`src/bps_pkg.sv`:
```
/*
 * constants and types shared by the board power sequencer.
 * assumes a 125 MHz system clock and a free-running 32 kHz slow clock tick input.
 */
package bps_pkg;
  // slow tick rate used for button timing
  localparam int unsigned SLOW_HZ = 32768;
  // long-hold threshold in seconds
  localparam int unsigned HOLD_S = 8;
  localparam int unsigned HOLD_TICKS = HOLD_S * SLOW_HZ;
  // debounce time in milliseconds, counted in slow ticks
  localparam int unsigned DEB_MS = 20;
  localparam int unsigned DEB_TICKS = (DEB_MS * SLOW_HZ + 999) / 1000;
  localparam int HOLD_W = 20;
  localparam int DEB_W = 10;
  // number of sequenced rails after the always-on one
  localparam int NRAIL = 6;
  // slow ticks between rail strobes
  localparam int unsigned STROBE_TICKS = 64;
  localparam int STB_W = 7;
  // reset values and rail masks
  localparam logic [NRAIL-1:0] SLEEP_KEEP_RST = 6'h01;
  localparam logic [NRAIL-1:0] RAILS_OFF = 6'h00;
  localparam logic [NRAIL-1:0] RAILS_ALL = 6'h3F;

  // Gray-coded sequencer states along off -> up -> on -> sleep
  typedef enum logic [2:0] {
    BPS_OFF = 3'b000,
    BPS_RAMP_UP = 3'b001,
    BPS_ON = 3'b011,
    BPS_SLEEP = 3'b010,
    BPS_RAMP_DOWN = 3'b110
  } bps_state_t;
endpackage

```
`src/bps_button.sv`:
```
/*
 * power button conditioner: synchroniser, debounce and hold timer.
 * assumes the raw button is active low and slow_tick is a one-cycle pulse at SLOW_HZ.
 */
`timescale 1ns/1ps
module bps_button
  import bps_pkg::*;
(
  input wire logic clk,
  input wire logic srst,
  input wire logic slow_tick,
  input wire logic button_n,
  output logic pressed,
  output logic press_pulse,
  output logic long_hold_pulse
);
  logic sync1;
  logic sync2;
  logic [DEB_W-1:0] deb_cnt;
  logic [HOLD_W-1:0] hold_cnt;
  logic long_done;
  wire raw_press = ~sync2;
  wire deb_full = (deb_cnt == DEB_W'(DEB_TICKS));
  wire hold_full = (hold_cnt == HOLD_W'(HOLD_TICKS));

  // two-flop synchroniser, first stage read only by second
  always_ff @(posedge clk) begin
    sync1 <= button_n;
    sync2 <= sync1;
  end

  // debounce: accept new level after stable interval
  always_ff @(posedge clk) begin
    if (srst) begin
      deb_cnt <= '0;
      pressed <= 1'b0;
    end else if (raw_press == pressed) begin
      deb_cnt <= '0;
    end else if (deb_full) begin
      deb_cnt <= '0;
      pressed <= raw_press;
    end else if (slow_tick) begin
      deb_cnt <= deb_cnt + DEB_W'(1);
    end
  end

  // hold timer on the slow tick, one long pulse per hold
  always_ff @(posedge clk) begin
    if (srst || !pressed) begin
      hold_cnt <= '0;
      long_done <= 1'b0;
    end else if (hold_full) begin
      long_done <= 1'b1;
    end else if (slow_tick) begin
      hold_cnt <= hold_cnt + HOLD_W'(1);
    end
  end

  assign press_pulse = raw_press && !pressed && deb_full;
  assign long_hold_pulse = pressed && hold_full && !long_done;
endmodule

```
`src/bps_sequencer.sv`:
```
/*
 * board power sequencer core: source select, button handling, rail sequencing,
 * reset releases, wake and interrupt.
 * assumes synchronous inputs, a slow tick pulse, and that configuration ports are
 * loaded by an i2c register front end outside this module.
 */
`timescale 1ns/1ps
// How it works
// with both adapter and usb present the adapter path is chosen by hardware.
// the source in use is reported on a status port read over the i2c port.
// running from usb, arrival of the adapter switches over at once.
// a short press while powered raises the interrupt output.
// the processor drops the enable request when it chooses after an interrupt.
// in power-off with input still present a press starts the power-up again.
// a hold of more than eight seconds forces power-down and darkens the indicator.
// if still held after the forced power-down the block powers up again.
// the processor raises the enable request once its clock domain is alive.
// the processor lowers the enable request to ask for power-down.
// always-on rail good rises once the clock rail is stable, releasing its reset.
// all-rails good rises only when every rail is up, releasing the main reset.
// a button press while the processor sleeps raises the wake output.
// by default only the first standby regulator stays on in sleep, others configurable.
// software may force the step-down converters into fixed-frequency pwm.
// power configuration written over the i2c port is accepted and applied.
// the button is synchronised, debounced and timed on a slow free-running clock.
module bps_sequencer
  import bps_pkg::*;
(
  input wire logic clk,
  input wire logic srst,
  input wire logic slow_tick,
  input wire logic adapter_present,
  input wire logic usb_present,
  input wire logic usb_path_disable,
  input wire logic button_n,
  input wire logic power_enable_request,
  input wire logic sleep_request,
  input wire logic rtc_rail_stable,
  input wire logic [bps_pkg::NRAIL-1:0] rail_up,
  input wire logic cfg_write,
  input wire logic [bps_pkg::NRAIL-1:0] cfg_sleep_keep,
  input wire logic cfg_force_pwm,
  input wire logic irq_clear,
  output logic source_is_adapter,
  output logic source_is_usb,
  output logic [bps_pkg::NRAIL-1:0] rail_enable,
  output logic standby_regulator_one,
  output logic buck_force_pwm,
  output logic always_on_rail_good,
  output logic all_rails_good,
  output logic power_indicator,
  output logic power_event_irq_n,
  output logic power_event_irq_oe_n,
  output logic cpu_wake_input,
  output logic [2:0] seq_state
);
  import bps_pkg::*;

  bps_state_t state;
  bps_state_t next_state;
  logic [NRAIL-1:0] sleep_keep;
  logic force_pwm;
  logic irq_flag;
  logic [STB_W-1:0] stb_cnt;
  logic [NRAIL-1:0] next_rails;
  logic hold_restart;
  logic forced_off;
  logic pressed;
  logic press_pulse;
  logic long_hold_pulse;

  // conditioned button
  bps_button u_button (
    .clk(clk),
    .srst(srst),
    .slow_tick(slow_tick),
    .button_n(button_n),
    .pressed(pressed),
    .press_pulse(press_pulse),
    .long_hold_pulse(long_hold_pulse)
  );

  wire input_ok = adapter_present || (usb_present && !usb_path_disable);
  wire stb_due = slow_tick && (stb_cnt == STB_W'(STROBE_TICKS - 1));
  wire all_up = (rail_up == RAILS_ALL);
  wire all_down = (rail_up == RAILS_OFF);

  // state sequencing
  always_comb begin
    next_state = state;
    if (!input_ok) begin
      next_state = BPS_OFF;
    end else begin
      case (state)
        BPS_OFF: begin
          // press restarts; held after forced off
          if (press_pulse || (hold_restart && pressed) ||
              (power_enable_request && !forced_off)) begin
            next_state = BPS_RAMP_UP;
          end
        end
        BPS_RAMP_UP: begin
          // enable request low sends a finished ramp down instead of on
          if (!power_enable_request && !hold_restart && !press_pulse && all_up) begin
            next_state = BPS_RAMP_DOWN;
          end else if (all_up) begin
            next_state = BPS_ON;
          end
        end
        BPS_ON: begin
          // processor requests power-down
          if (!power_enable_request) begin
            next_state = BPS_RAMP_DOWN;
          end else if (sleep_request) begin
            next_state = BPS_SLEEP;
          end
        end
        BPS_SLEEP: begin
          if (!power_enable_request) begin
            next_state = BPS_RAMP_DOWN;
          end else if (!sleep_request) begin
            next_state = BPS_ON;
          end
        end
        BPS_RAMP_DOWN: begin
          if (all_down) begin
            next_state = BPS_OFF;
          end
        end
        default: next_state = BPS_OFF;
      endcase
      // long hold overrides the state case outside off, but not input loss
      if (long_hold_pulse && state != BPS_OFF) begin
        next_state = BPS_RAMP_DOWN;
      end
    end
  end

  // rail enables: step one rail per strobe, reverse order going down
  always_comb begin
    next_rails = rail_enable;
    case (state)
      BPS_RAMP_UP: if (stb_due) next_rails = {rail_enable[NRAIL-2:0], 1'b1};
      BPS_RAMP_DOWN: if (stb_due) next_rails = {1'b0, rail_enable[NRAIL-1:1]};
      // sleep keeps configured rails only
      BPS_SLEEP: next_rails = RAILS_ALL & sleep_keep;
      BPS_ON: next_rails = RAILS_ALL;
      default: next_rails = RAILS_OFF;
    endcase
  end

  // state, strobe and rail registers
  always_ff @(posedge clk) begin
    if (srst) begin
      state <= BPS_OFF;
      rail_enable <= RAILS_OFF;
      stb_cnt <= '0;
    end else begin
      state <= next_state;
      rail_enable <= next_rails;
      // wrap at the strobe spacing, not at the counter width
      if (stb_due) begin
        stb_cnt <= '0;
      end else if (slow_tick) begin
        stb_cnt <= stb_cnt + STB_W'(1);
      end
    end
  end

  // forced power-down ignores a standing enable
  // until the enable drops or the button restarts the ramp
  always_ff @(posedge clk) begin
    if (srst) begin
      forced_off <= 1'b0;
    end else if (long_hold_pulse && state != BPS_OFF) begin
      forced_off <= 1'b1;
    end else if (!power_enable_request || state == BPS_RAMP_UP) begin
      forced_off <= 1'b0;
    end
  end

  // remember a forced power-down until button release
  always_ff @(posedge clk) begin
    if (srst || !pressed) begin
      hold_restart <= 1'b0;
    end else if (long_hold_pulse) begin
      hold_restart <= 1'b1;
    end
  end

  // configuration written over the control port
  always_ff @(posedge clk) begin
    if (srst) begin
      sleep_keep <= SLEEP_KEEP_RST;
      force_pwm <= 1'b0;
    end else if (cfg_write) begin
      sleep_keep <= cfg_sleep_keep;
      force_pwm <= cfg_force_pwm;
    end
  end

  // sticky interrupt, set wins over clear
  always_ff @(posedge clk) begin
    if (srst) begin
      irq_flag <= 1'b0;
    end else if (press_pulse && (state == BPS_ON || state == BPS_SLEEP)) begin
      irq_flag <= 1'b1;
    end else if (irq_clear) begin
      irq_flag <= 1'b0;
    end
  end

  // registered status outputs
  always_ff @(posedge clk) begin
    if (srst) begin
      source_is_adapter <= 1'b0;
      source_is_usb <= 1'b0;
      always_on_rail_good <= 1'b0;
      all_rails_good <= 1'b0;
      cpu_wake_input <= 1'b0;
      buck_force_pwm <= 1'b0;
    end else begin
      // adapter preferred, reported
      source_is_adapter <= adapter_present;
      source_is_usb <= !adapter_present && usb_present && !usb_path_disable;
      // always-on rail good follows the stable clock rail
      always_on_rail_good <= input_ok && rtc_rail_stable;
      // good only with every rail up and sequenced
      all_rails_good <= all_up && (state == BPS_ON || state == BPS_SLEEP);
      // wake pulse on press during sleep
      cpu_wake_input <= press_pulse && (state == BPS_SLEEP);
      // forced pwm from configuration
      buck_force_pwm <= force_pwm;
    end
  end

  // always-on regulator stays up while input is present
  assign standby_regulator_one = input_ok;
  // indicator dark as soon as the ramp-down starts
  assign power_indicator = (state == BPS_ON) || (state == BPS_SLEEP);
  // open-drain interrupt: drive low while pending
  assign power_event_irq_n = 1'b0;
  assign power_event_irq_oe_n = !irq_flag;
  assign seq_state = state;
endmodule

```
`config.mk`:
```
export PLATFORM = sky130hd
export DESIGN_NAME = bps_sequencer
export DESIGN_NICKNAME = d
export VERILOG_FILES = /design/src/bps_pkg.sv /design/src/bps_button.sv /design/src/bps_sequencer.sv
export SDC_FILE = /design/constraint.sdc
export NUM_CORES = 1
export LEC_CHECK = 0
export ABC_AREA = 1
export BUFFER_PORTS_ARGS = -buffer_cell sky130_fd_sc_hd__buf_2
export CAP_MARGIN = 10
export CORE_ASPECT_RATIO = 2
export CORE_UTILIZATION = 62
export CTS_CLUSTER_DIAMETER = 60
export DETAILED_ROUTE_END_ITERATION = 8
export HOLD_SLACK_MARGIN = 0.03
export PLACE_DENSITY = 0.94
export SYNTH_ARGS = -nofsm -noshare
export SYNTH_HDL_FRONTEND = slang
export SYNTH_SLANG_ARGS = --single-unit
export TNS_END_PERCENT = 50
```
`constraint.sdc`:
```
create_clock -name clk -period 2.55 [get_ports clk]
set_input_delay 0.255 -clock clk [delete_from_list [all_inputs] [get_ports clk]]
set_output_delay 0.255 -clock clk [all_outputs]
set_load 0.1 [all_outputs]
```
==> Word level (Yosys, flattened, before mapping) <==
Cells that the tools add are included.
{ "classes": {"addsub": 3, "n_eq_ne": 21, "mux": 17, "n_reduce_logical": 47, "n_bitwise": 4} }
{ "ops": {"columns": ["cell", "count"], "rows": [
  ["two-way mux 3 bit", 9],
  ["one-hot mux 6 bit (4 select lines)", 1],
  ["adder 20 x 1 -> 20 bit, second input constant", 1],
  ["== test 20 x 19 -> 1 bit, second input constant", 1],
  ["logical AND 1 bit", 18],
  ["!= test 3 bit, second input constant", 5],
  ["one-hot mux 3 bit (5 select lines)", 1],
  ["two-way mux 6 bit", 2],
  ["!= test 4 bit, second input constant", 3],
  ["adder 10 x 1 -> 10 bit, second input constant", 1],
  ["== test 10 bit, second input constant", 1],
  ["AND reduction 5 bit", 2],
  ["zero test 1 bit", 9],
  ["!= test 2 bit, second input constant", 4],
  ["adder 7 x 1 -> 7 bit, second input constant", 1],
  ["== test 7 x 6 -> 1 bit, second input constant", 1],
  ["== test 3 x 2 -> 1 bit, second input constant", 2],
  ["== test 6 bit, second input constant", 1],
  ["zero test 6 bit", 1],
  ["logical OR 1 bit", 6],
  ["AND reduction 2 bit", 3],
  ["OR reduction 3 bit", 2],
  ["two-way mux 1 bit", 4],
  ["inverter 1 bit", 4],
  ["other kinds (7)", 9]
]} }
{ "totals": {"regBits": 66, "word_cells": 113, "input_bits": 25, "output_inout_bits": 19} }

==> Longest topological paths before layout <==
{ "depth": {"depth_word": 9, "depth_mapped": 11} }

==> Hierarchy <==
Synthesis repeated with hierarchy kept, for this count alone.
{ "unflattened": {"hier_cells": 497, "area_unflattened_um2": 3398.3} }
{ "by_module_without_submodules": {"columns": ["module", "area_per_inst_um2", "n_inst", "seq_area_each_um2", "cells_per_inst"], "rows": [
  ["bps_button", 1891.8, 1, 680.7, 282],
  ["bps_sequencer", 1506.4, 1, 640.6, 215]
]} }

==> Least setup slack after synthesis <==
No wires, ideal clock.
{ "synth_path": {"kind": "reg-to-reg", "startpoint": "register state[1], in the netlist seq_state[1]", "endpoint": "register rail_enable[5] (netlist bit)", "required_time_ns": 2.480, "path_slack_ns": -0.105, "arrival_ns": 2.585, "synth_period_minus_slack_ns": 2.655, "path_buffers": 1, "path_stages_with_launch": 8, "cell_sequence": "dfxtp_1 -> buf_2 -> nand3_1 -> nand2_1 -> o21ai_0 -> o21ai_0 -> nand2_1 -> a21oi_1"} }
{ "synth_between": {"elab_chain_len": 3, "word_cells_on_any_way": 8} }
{ "synth_rtl": {"columns": ["item", "line_no", "text"], "rows": [
  ["start, declared", "bps_sequencer.sv:59", "bps_state_t state;"],
  ["start signal, assigned", "bps_sequencer.sv:159", "state <= next_state;"],
  ["== test 3 bit / == test 3 x 1 -> 1 bit (equally long branches)", "bps_sequencer.sv:142", "case (state)"],
  ["!= test 2 bit (no line)", null, null],
  ["AND reduction 2 bit (no line)", null, null],
  ["end signal, assigned", "bps_sequencer.sv:160", "rail_enable <= next_rails;"],
  ["end, declared", "bps_sequencer.sv:46", "output logic [bps_pkg::NRAIL-1:0] rail_enable,"]
]} }
Parallel ways exist; a longest one is shown, timed or not.
A chain may end at the register's enable or synchronous reset.

==> Final worst setup path <==
{ "layout_path": {"startpoint": "register u_button.hold_cnt[0]", "endpoint": "register u_button.hold_cnt[17]"} }
{ "layout_between": {"elab_chain_len": 3, "word_cells_on_any_way": 4} }
{ "layout_rtl": {"columns": ["item", "line_no", "text"], "rows": [
  ["start, declared", "bps_button.sv:20", "logic [HOLD_W-1:0] hold_cnt;"],
  ["start signal, assigned", "bps_button.sv:55", "hold_cnt <= hold_cnt + HOLD_W'(1);"],
  ["branches (longest 3 deep; another with adder 20 x 1 -> 20 bit)", null, null]
]} }
Several ways; the timed one is not identified.

==> flow_summary.yaml <==
final_layout:
  layout.area.seq_um2: 1321
  layout-drive-gt1-share_pct: 14.31
  nFillCells: 435
  diodes: 0
  syn_to_final_growth_pct: 11.60
  multi_input_area_um2: 1837
  fin_nets: 599
  finalInstanceArea_um2: 3899
clock_network:
  path_clk_slew_ns: 0.07
  post_cts_resize_count: 0
  cts_tree: "done"
  post-cts-setup-buffer-count: 0
  cts-root-buf: "clkbuf_8"
  cts_sinks: 66
  cts-buffers-inserted: 9
  clkLatencyLatePin_ns: 0.35
  h-tree-depth: 3
  cts_max_path_buffers: 2
power:
  power.total_uw: 2089
  power-per-cell-area_nw_per_um2: 535.8
  switching_share_pct: 26.59
  p_comb_share_pct: 10.1
  power_leakage_uw: 0.001633
  p_sw_uw: 555.4
  p_int_uw: 1534
  p_seq_share_pct: 51.0
  ir_worst_vdd_mv: 0.6190
  p_clk_share_pct: 38.9
floorplanning:
  num_rows: 38
  die_x_um: 55.08
  dieArea_um2: 5957
  coreArea_um2: 5420
  initial_core_util_pct: 64.45
  ioPinCount: 44
  fp.dieH_um: 108.2
sta:
  slew_headroom_pct: 53.80
  min_period_over_period_pct: 76.14
  rsz0062_at_grt: "false"
  report.final.slew_viol_count: 0
  clock_skew_ns: 0.006283
  final-hold-violation-count: 0
  tns_ns: 0
  worstMarginPinSlew_ns: 0.6923
  setup_viol: 0
  min_period_ns: 1.942
  fmaxAchievable_mhz: 515.0
critical_path:
  crit_type: "flop to flop"
  cp.arrival_ns: 2.21
  cp_cell_sequence: "inv_1, ha_1, nand3_1, nor2_1, nand3_2, nand2_2, inv_2, nand2_1, a21oi_1"
  cp_slowest_stage_delay_ns: 0.41
  cp_max_fo: 21
  crit_buf_inv: 2
  path_delay_family: "simple AND/OR/NAND/NOR gates"
  critPathLaunchType: "flop"
  endpoint_kind: "flop"
  crit_required_ns: 2.82
  slowest_stage: "dfxtp_1"
drt:
  drtIter0Drc: 128
  vias_per_cell: 5.431
  wirelength_um: 8370
  routed-via-count: 3438
  antenna_left: 0
  drc: 0
  wl_per_cell_um: 13.22
  firstDrtPassIters: 4
grt:
  grt_usage_pct: 31.92
  grt_overflow: 0
  grt_pass1_vias: 3250
  grt_pass1_wl_um: 13680
  grt_max_degree: 22
  antenna_found_initial: 0
placement:
  place_area_um2: 3706
  place_hpwl_um: 6346
  place.gp.congestion: 1.019
  portBuffers: 42
synth:
  netlist-cell-type-count: 35
  yosys.area.top_type: "dfxtp_1"
  syn_nets: 557
  yosysWarnings: 0
  ys_seq_elements: 66
  postSynthAreaPerCell_um2: 6.641
  synthCells: 526
  netlist.area_leader.share_pct: 37.82
  ys_seq_area_share_pct: 37.82
  synth_area_um2: 3493
  netlist_top_cells_area: "dfxtp_1 (38%), nand2_1 (16%), nor2_1 (8.2%)"
status:
  status: "complete, no violations"
job:
  maxCapViolations: 0
min_path:
  hold_class: "input port to flop"
power by group through the flow:
stage          logic [uW]  clock network (uW)  registers (uW)
6_report              212                 813            1060
2_1_floorplan         116                   0            1130
3_5_place_dp          209                   0            1090
3_3_place_gp          203                   0            1090
4_1_cts               212                 827            1060
5_1_grt               235                 867            1070
cell usage after synthesis, drive strengths merged:
| cell type | n |
|---|---|
| conb | 1 |
| o21ai | 15 |
| buf | 8 |
| nand2 | 151 |
| nand3 | 29 |
| o32ai | 1 |
| a21oi | 39 |
| inv | 70 |
| dfxtp | 66 |
| o21bai | 1 |
| nand4 | 14 |
| a22oi | 1 |
| o211ai | 4 |
| xnor2 | 2 |
| o22ai | 1 |
| nor3b | 1 |
| xor2 | 16 |
| nor2 | 83 |
| a31oi | 1 |
| ha | 6 |
| o21a | 1 |
| or2 | 1 |
| clkbuf | 4 |
| nor3 | 8 |
| nor4 | 1 |
| a211oi | 1 |
routing by layer:
metal	GRT usage [%]	vias to the layer above	share of wire, %
met5	0	-	0
met2	56.02	103	55
met1	29.31	1555	36
met3	9.423	38	4.2
met4	21.25	0	5.2
li1	-	1742	-
per-stage QoR:
stage	cells	util (%)	setup slack, ns	hold WS (ns)
finish	633	71.93	0.6084	0.08184
global route	633	71.93	0.4154	0.08866
CTS	633	71.93	0.6027	0.06022
detailed placement	616	68.37	0.6419	0.3254
global placement	616	68.37	0.7268	0.3200
floorplan	526	-	0.1839	0.2827
what timing repair did:
item / in CTS / in global routing
endpoints found under the hold margin: 1 / 0
hold buffers: 1 / 0
endpoints found under the setup margin: 0 / 0
worst reg2reg max path, cell delays in order (launching register included):
cell,delay [ns]
dfxtp_1,0.41
inv_1,0.11
ha_1,0.23
nand3_1,0.08
nor2_1,0.05
nand3_2,0.08
nand2_2,0.24
inv_2,0.38
nand2_1,0.11
a21oi_1,0.17
layout by cell type, fill, tap and decap left out, types with 2 or more instances in the layout:
master	instances
clkbuf_8	12
nor2_2	4
nor3_1	8
a21oi_2	4
clkinv_2	2
nand2_2	5
inv_1	64
nand3_1	27
dfxtp_1	66
clkbuf_1	2
o21ai_0	15
xor2_1	16
o211ai_1	4
ha_1	6
a21oi_1	35
nor2_4	3
inv_2	6
xnor2_1	2
nor2_1	76
nand4_1	14
nand2_1	145
nand3_2	2
buf_2	42
area by class of cell:
| type | instances | area share (%) |
|---|---|---|
| flip-flops and latches | 66 | 33.89 |
| repair buffers | 43 | 5.648 |
| well taps | 60 | 1.926 |
| multi-input cells | 378 | 47.11 |
| clock buffers | 14 | 4.429 |
| clock inverters | 2 | 0.2567 |
| inverters | 70 | 6.739 |
kinds of logic after synthesis:
group,count (synthesis),share of synthesized area (%)
adders and majority gates,6,2.149
other,1,0.1073
AOI/OAI and AO/OA,65,10.49
buffers and inverters,82,9.670
and+or+nand+nor,288,35.24
DFF,66,37.82
xor gates and xnor gates,18,4.513
path summary, 6_finish.rpt:
check             cells past startpoint                                 end                              start  slack [ns]
setup / recovery                      9  u_button.hold_cnt[17]$_SDFFE_PP0P_  u_button.hold_cnt[0]$_SDFFE_PP0P_        0.61
hold / removal                        2            source_is_usb$_SDFF_PP0_                    adapter_present        0.08
setup reg to reg                      9  u_button.hold_cnt[17]$_SDFFE_PP0P_  u_button.hold_cnt[0]$_SDFFE_PP0P_        0.61
hold reg to reg                       0              u_button.sync2$_DFF_P_             u_button.sync1$_DFF_P_        0.34
state kept, by name, summed over array words and instances, names as in the netlist:
name,flops
cpu_wake_input,1
u_button.sync1,1
u_button.pressed,1
all_rails_good,1
forced_off,1
u_button.hold_cnt,20
seq_state,3
irq_flag,1
buck_force_pwm,1
hold_restart,1
source_is_adapter,1
always_on_rail_good,1
force_pwm,1
u_button.deb_cnt,10
source_is_usb,1
rail_enable,6
u_button.long_done,1
sleep_keep,6
stb_cnt,7
u_button.sync2,1
Note: power is estimated with default switching activity, not from simulation.
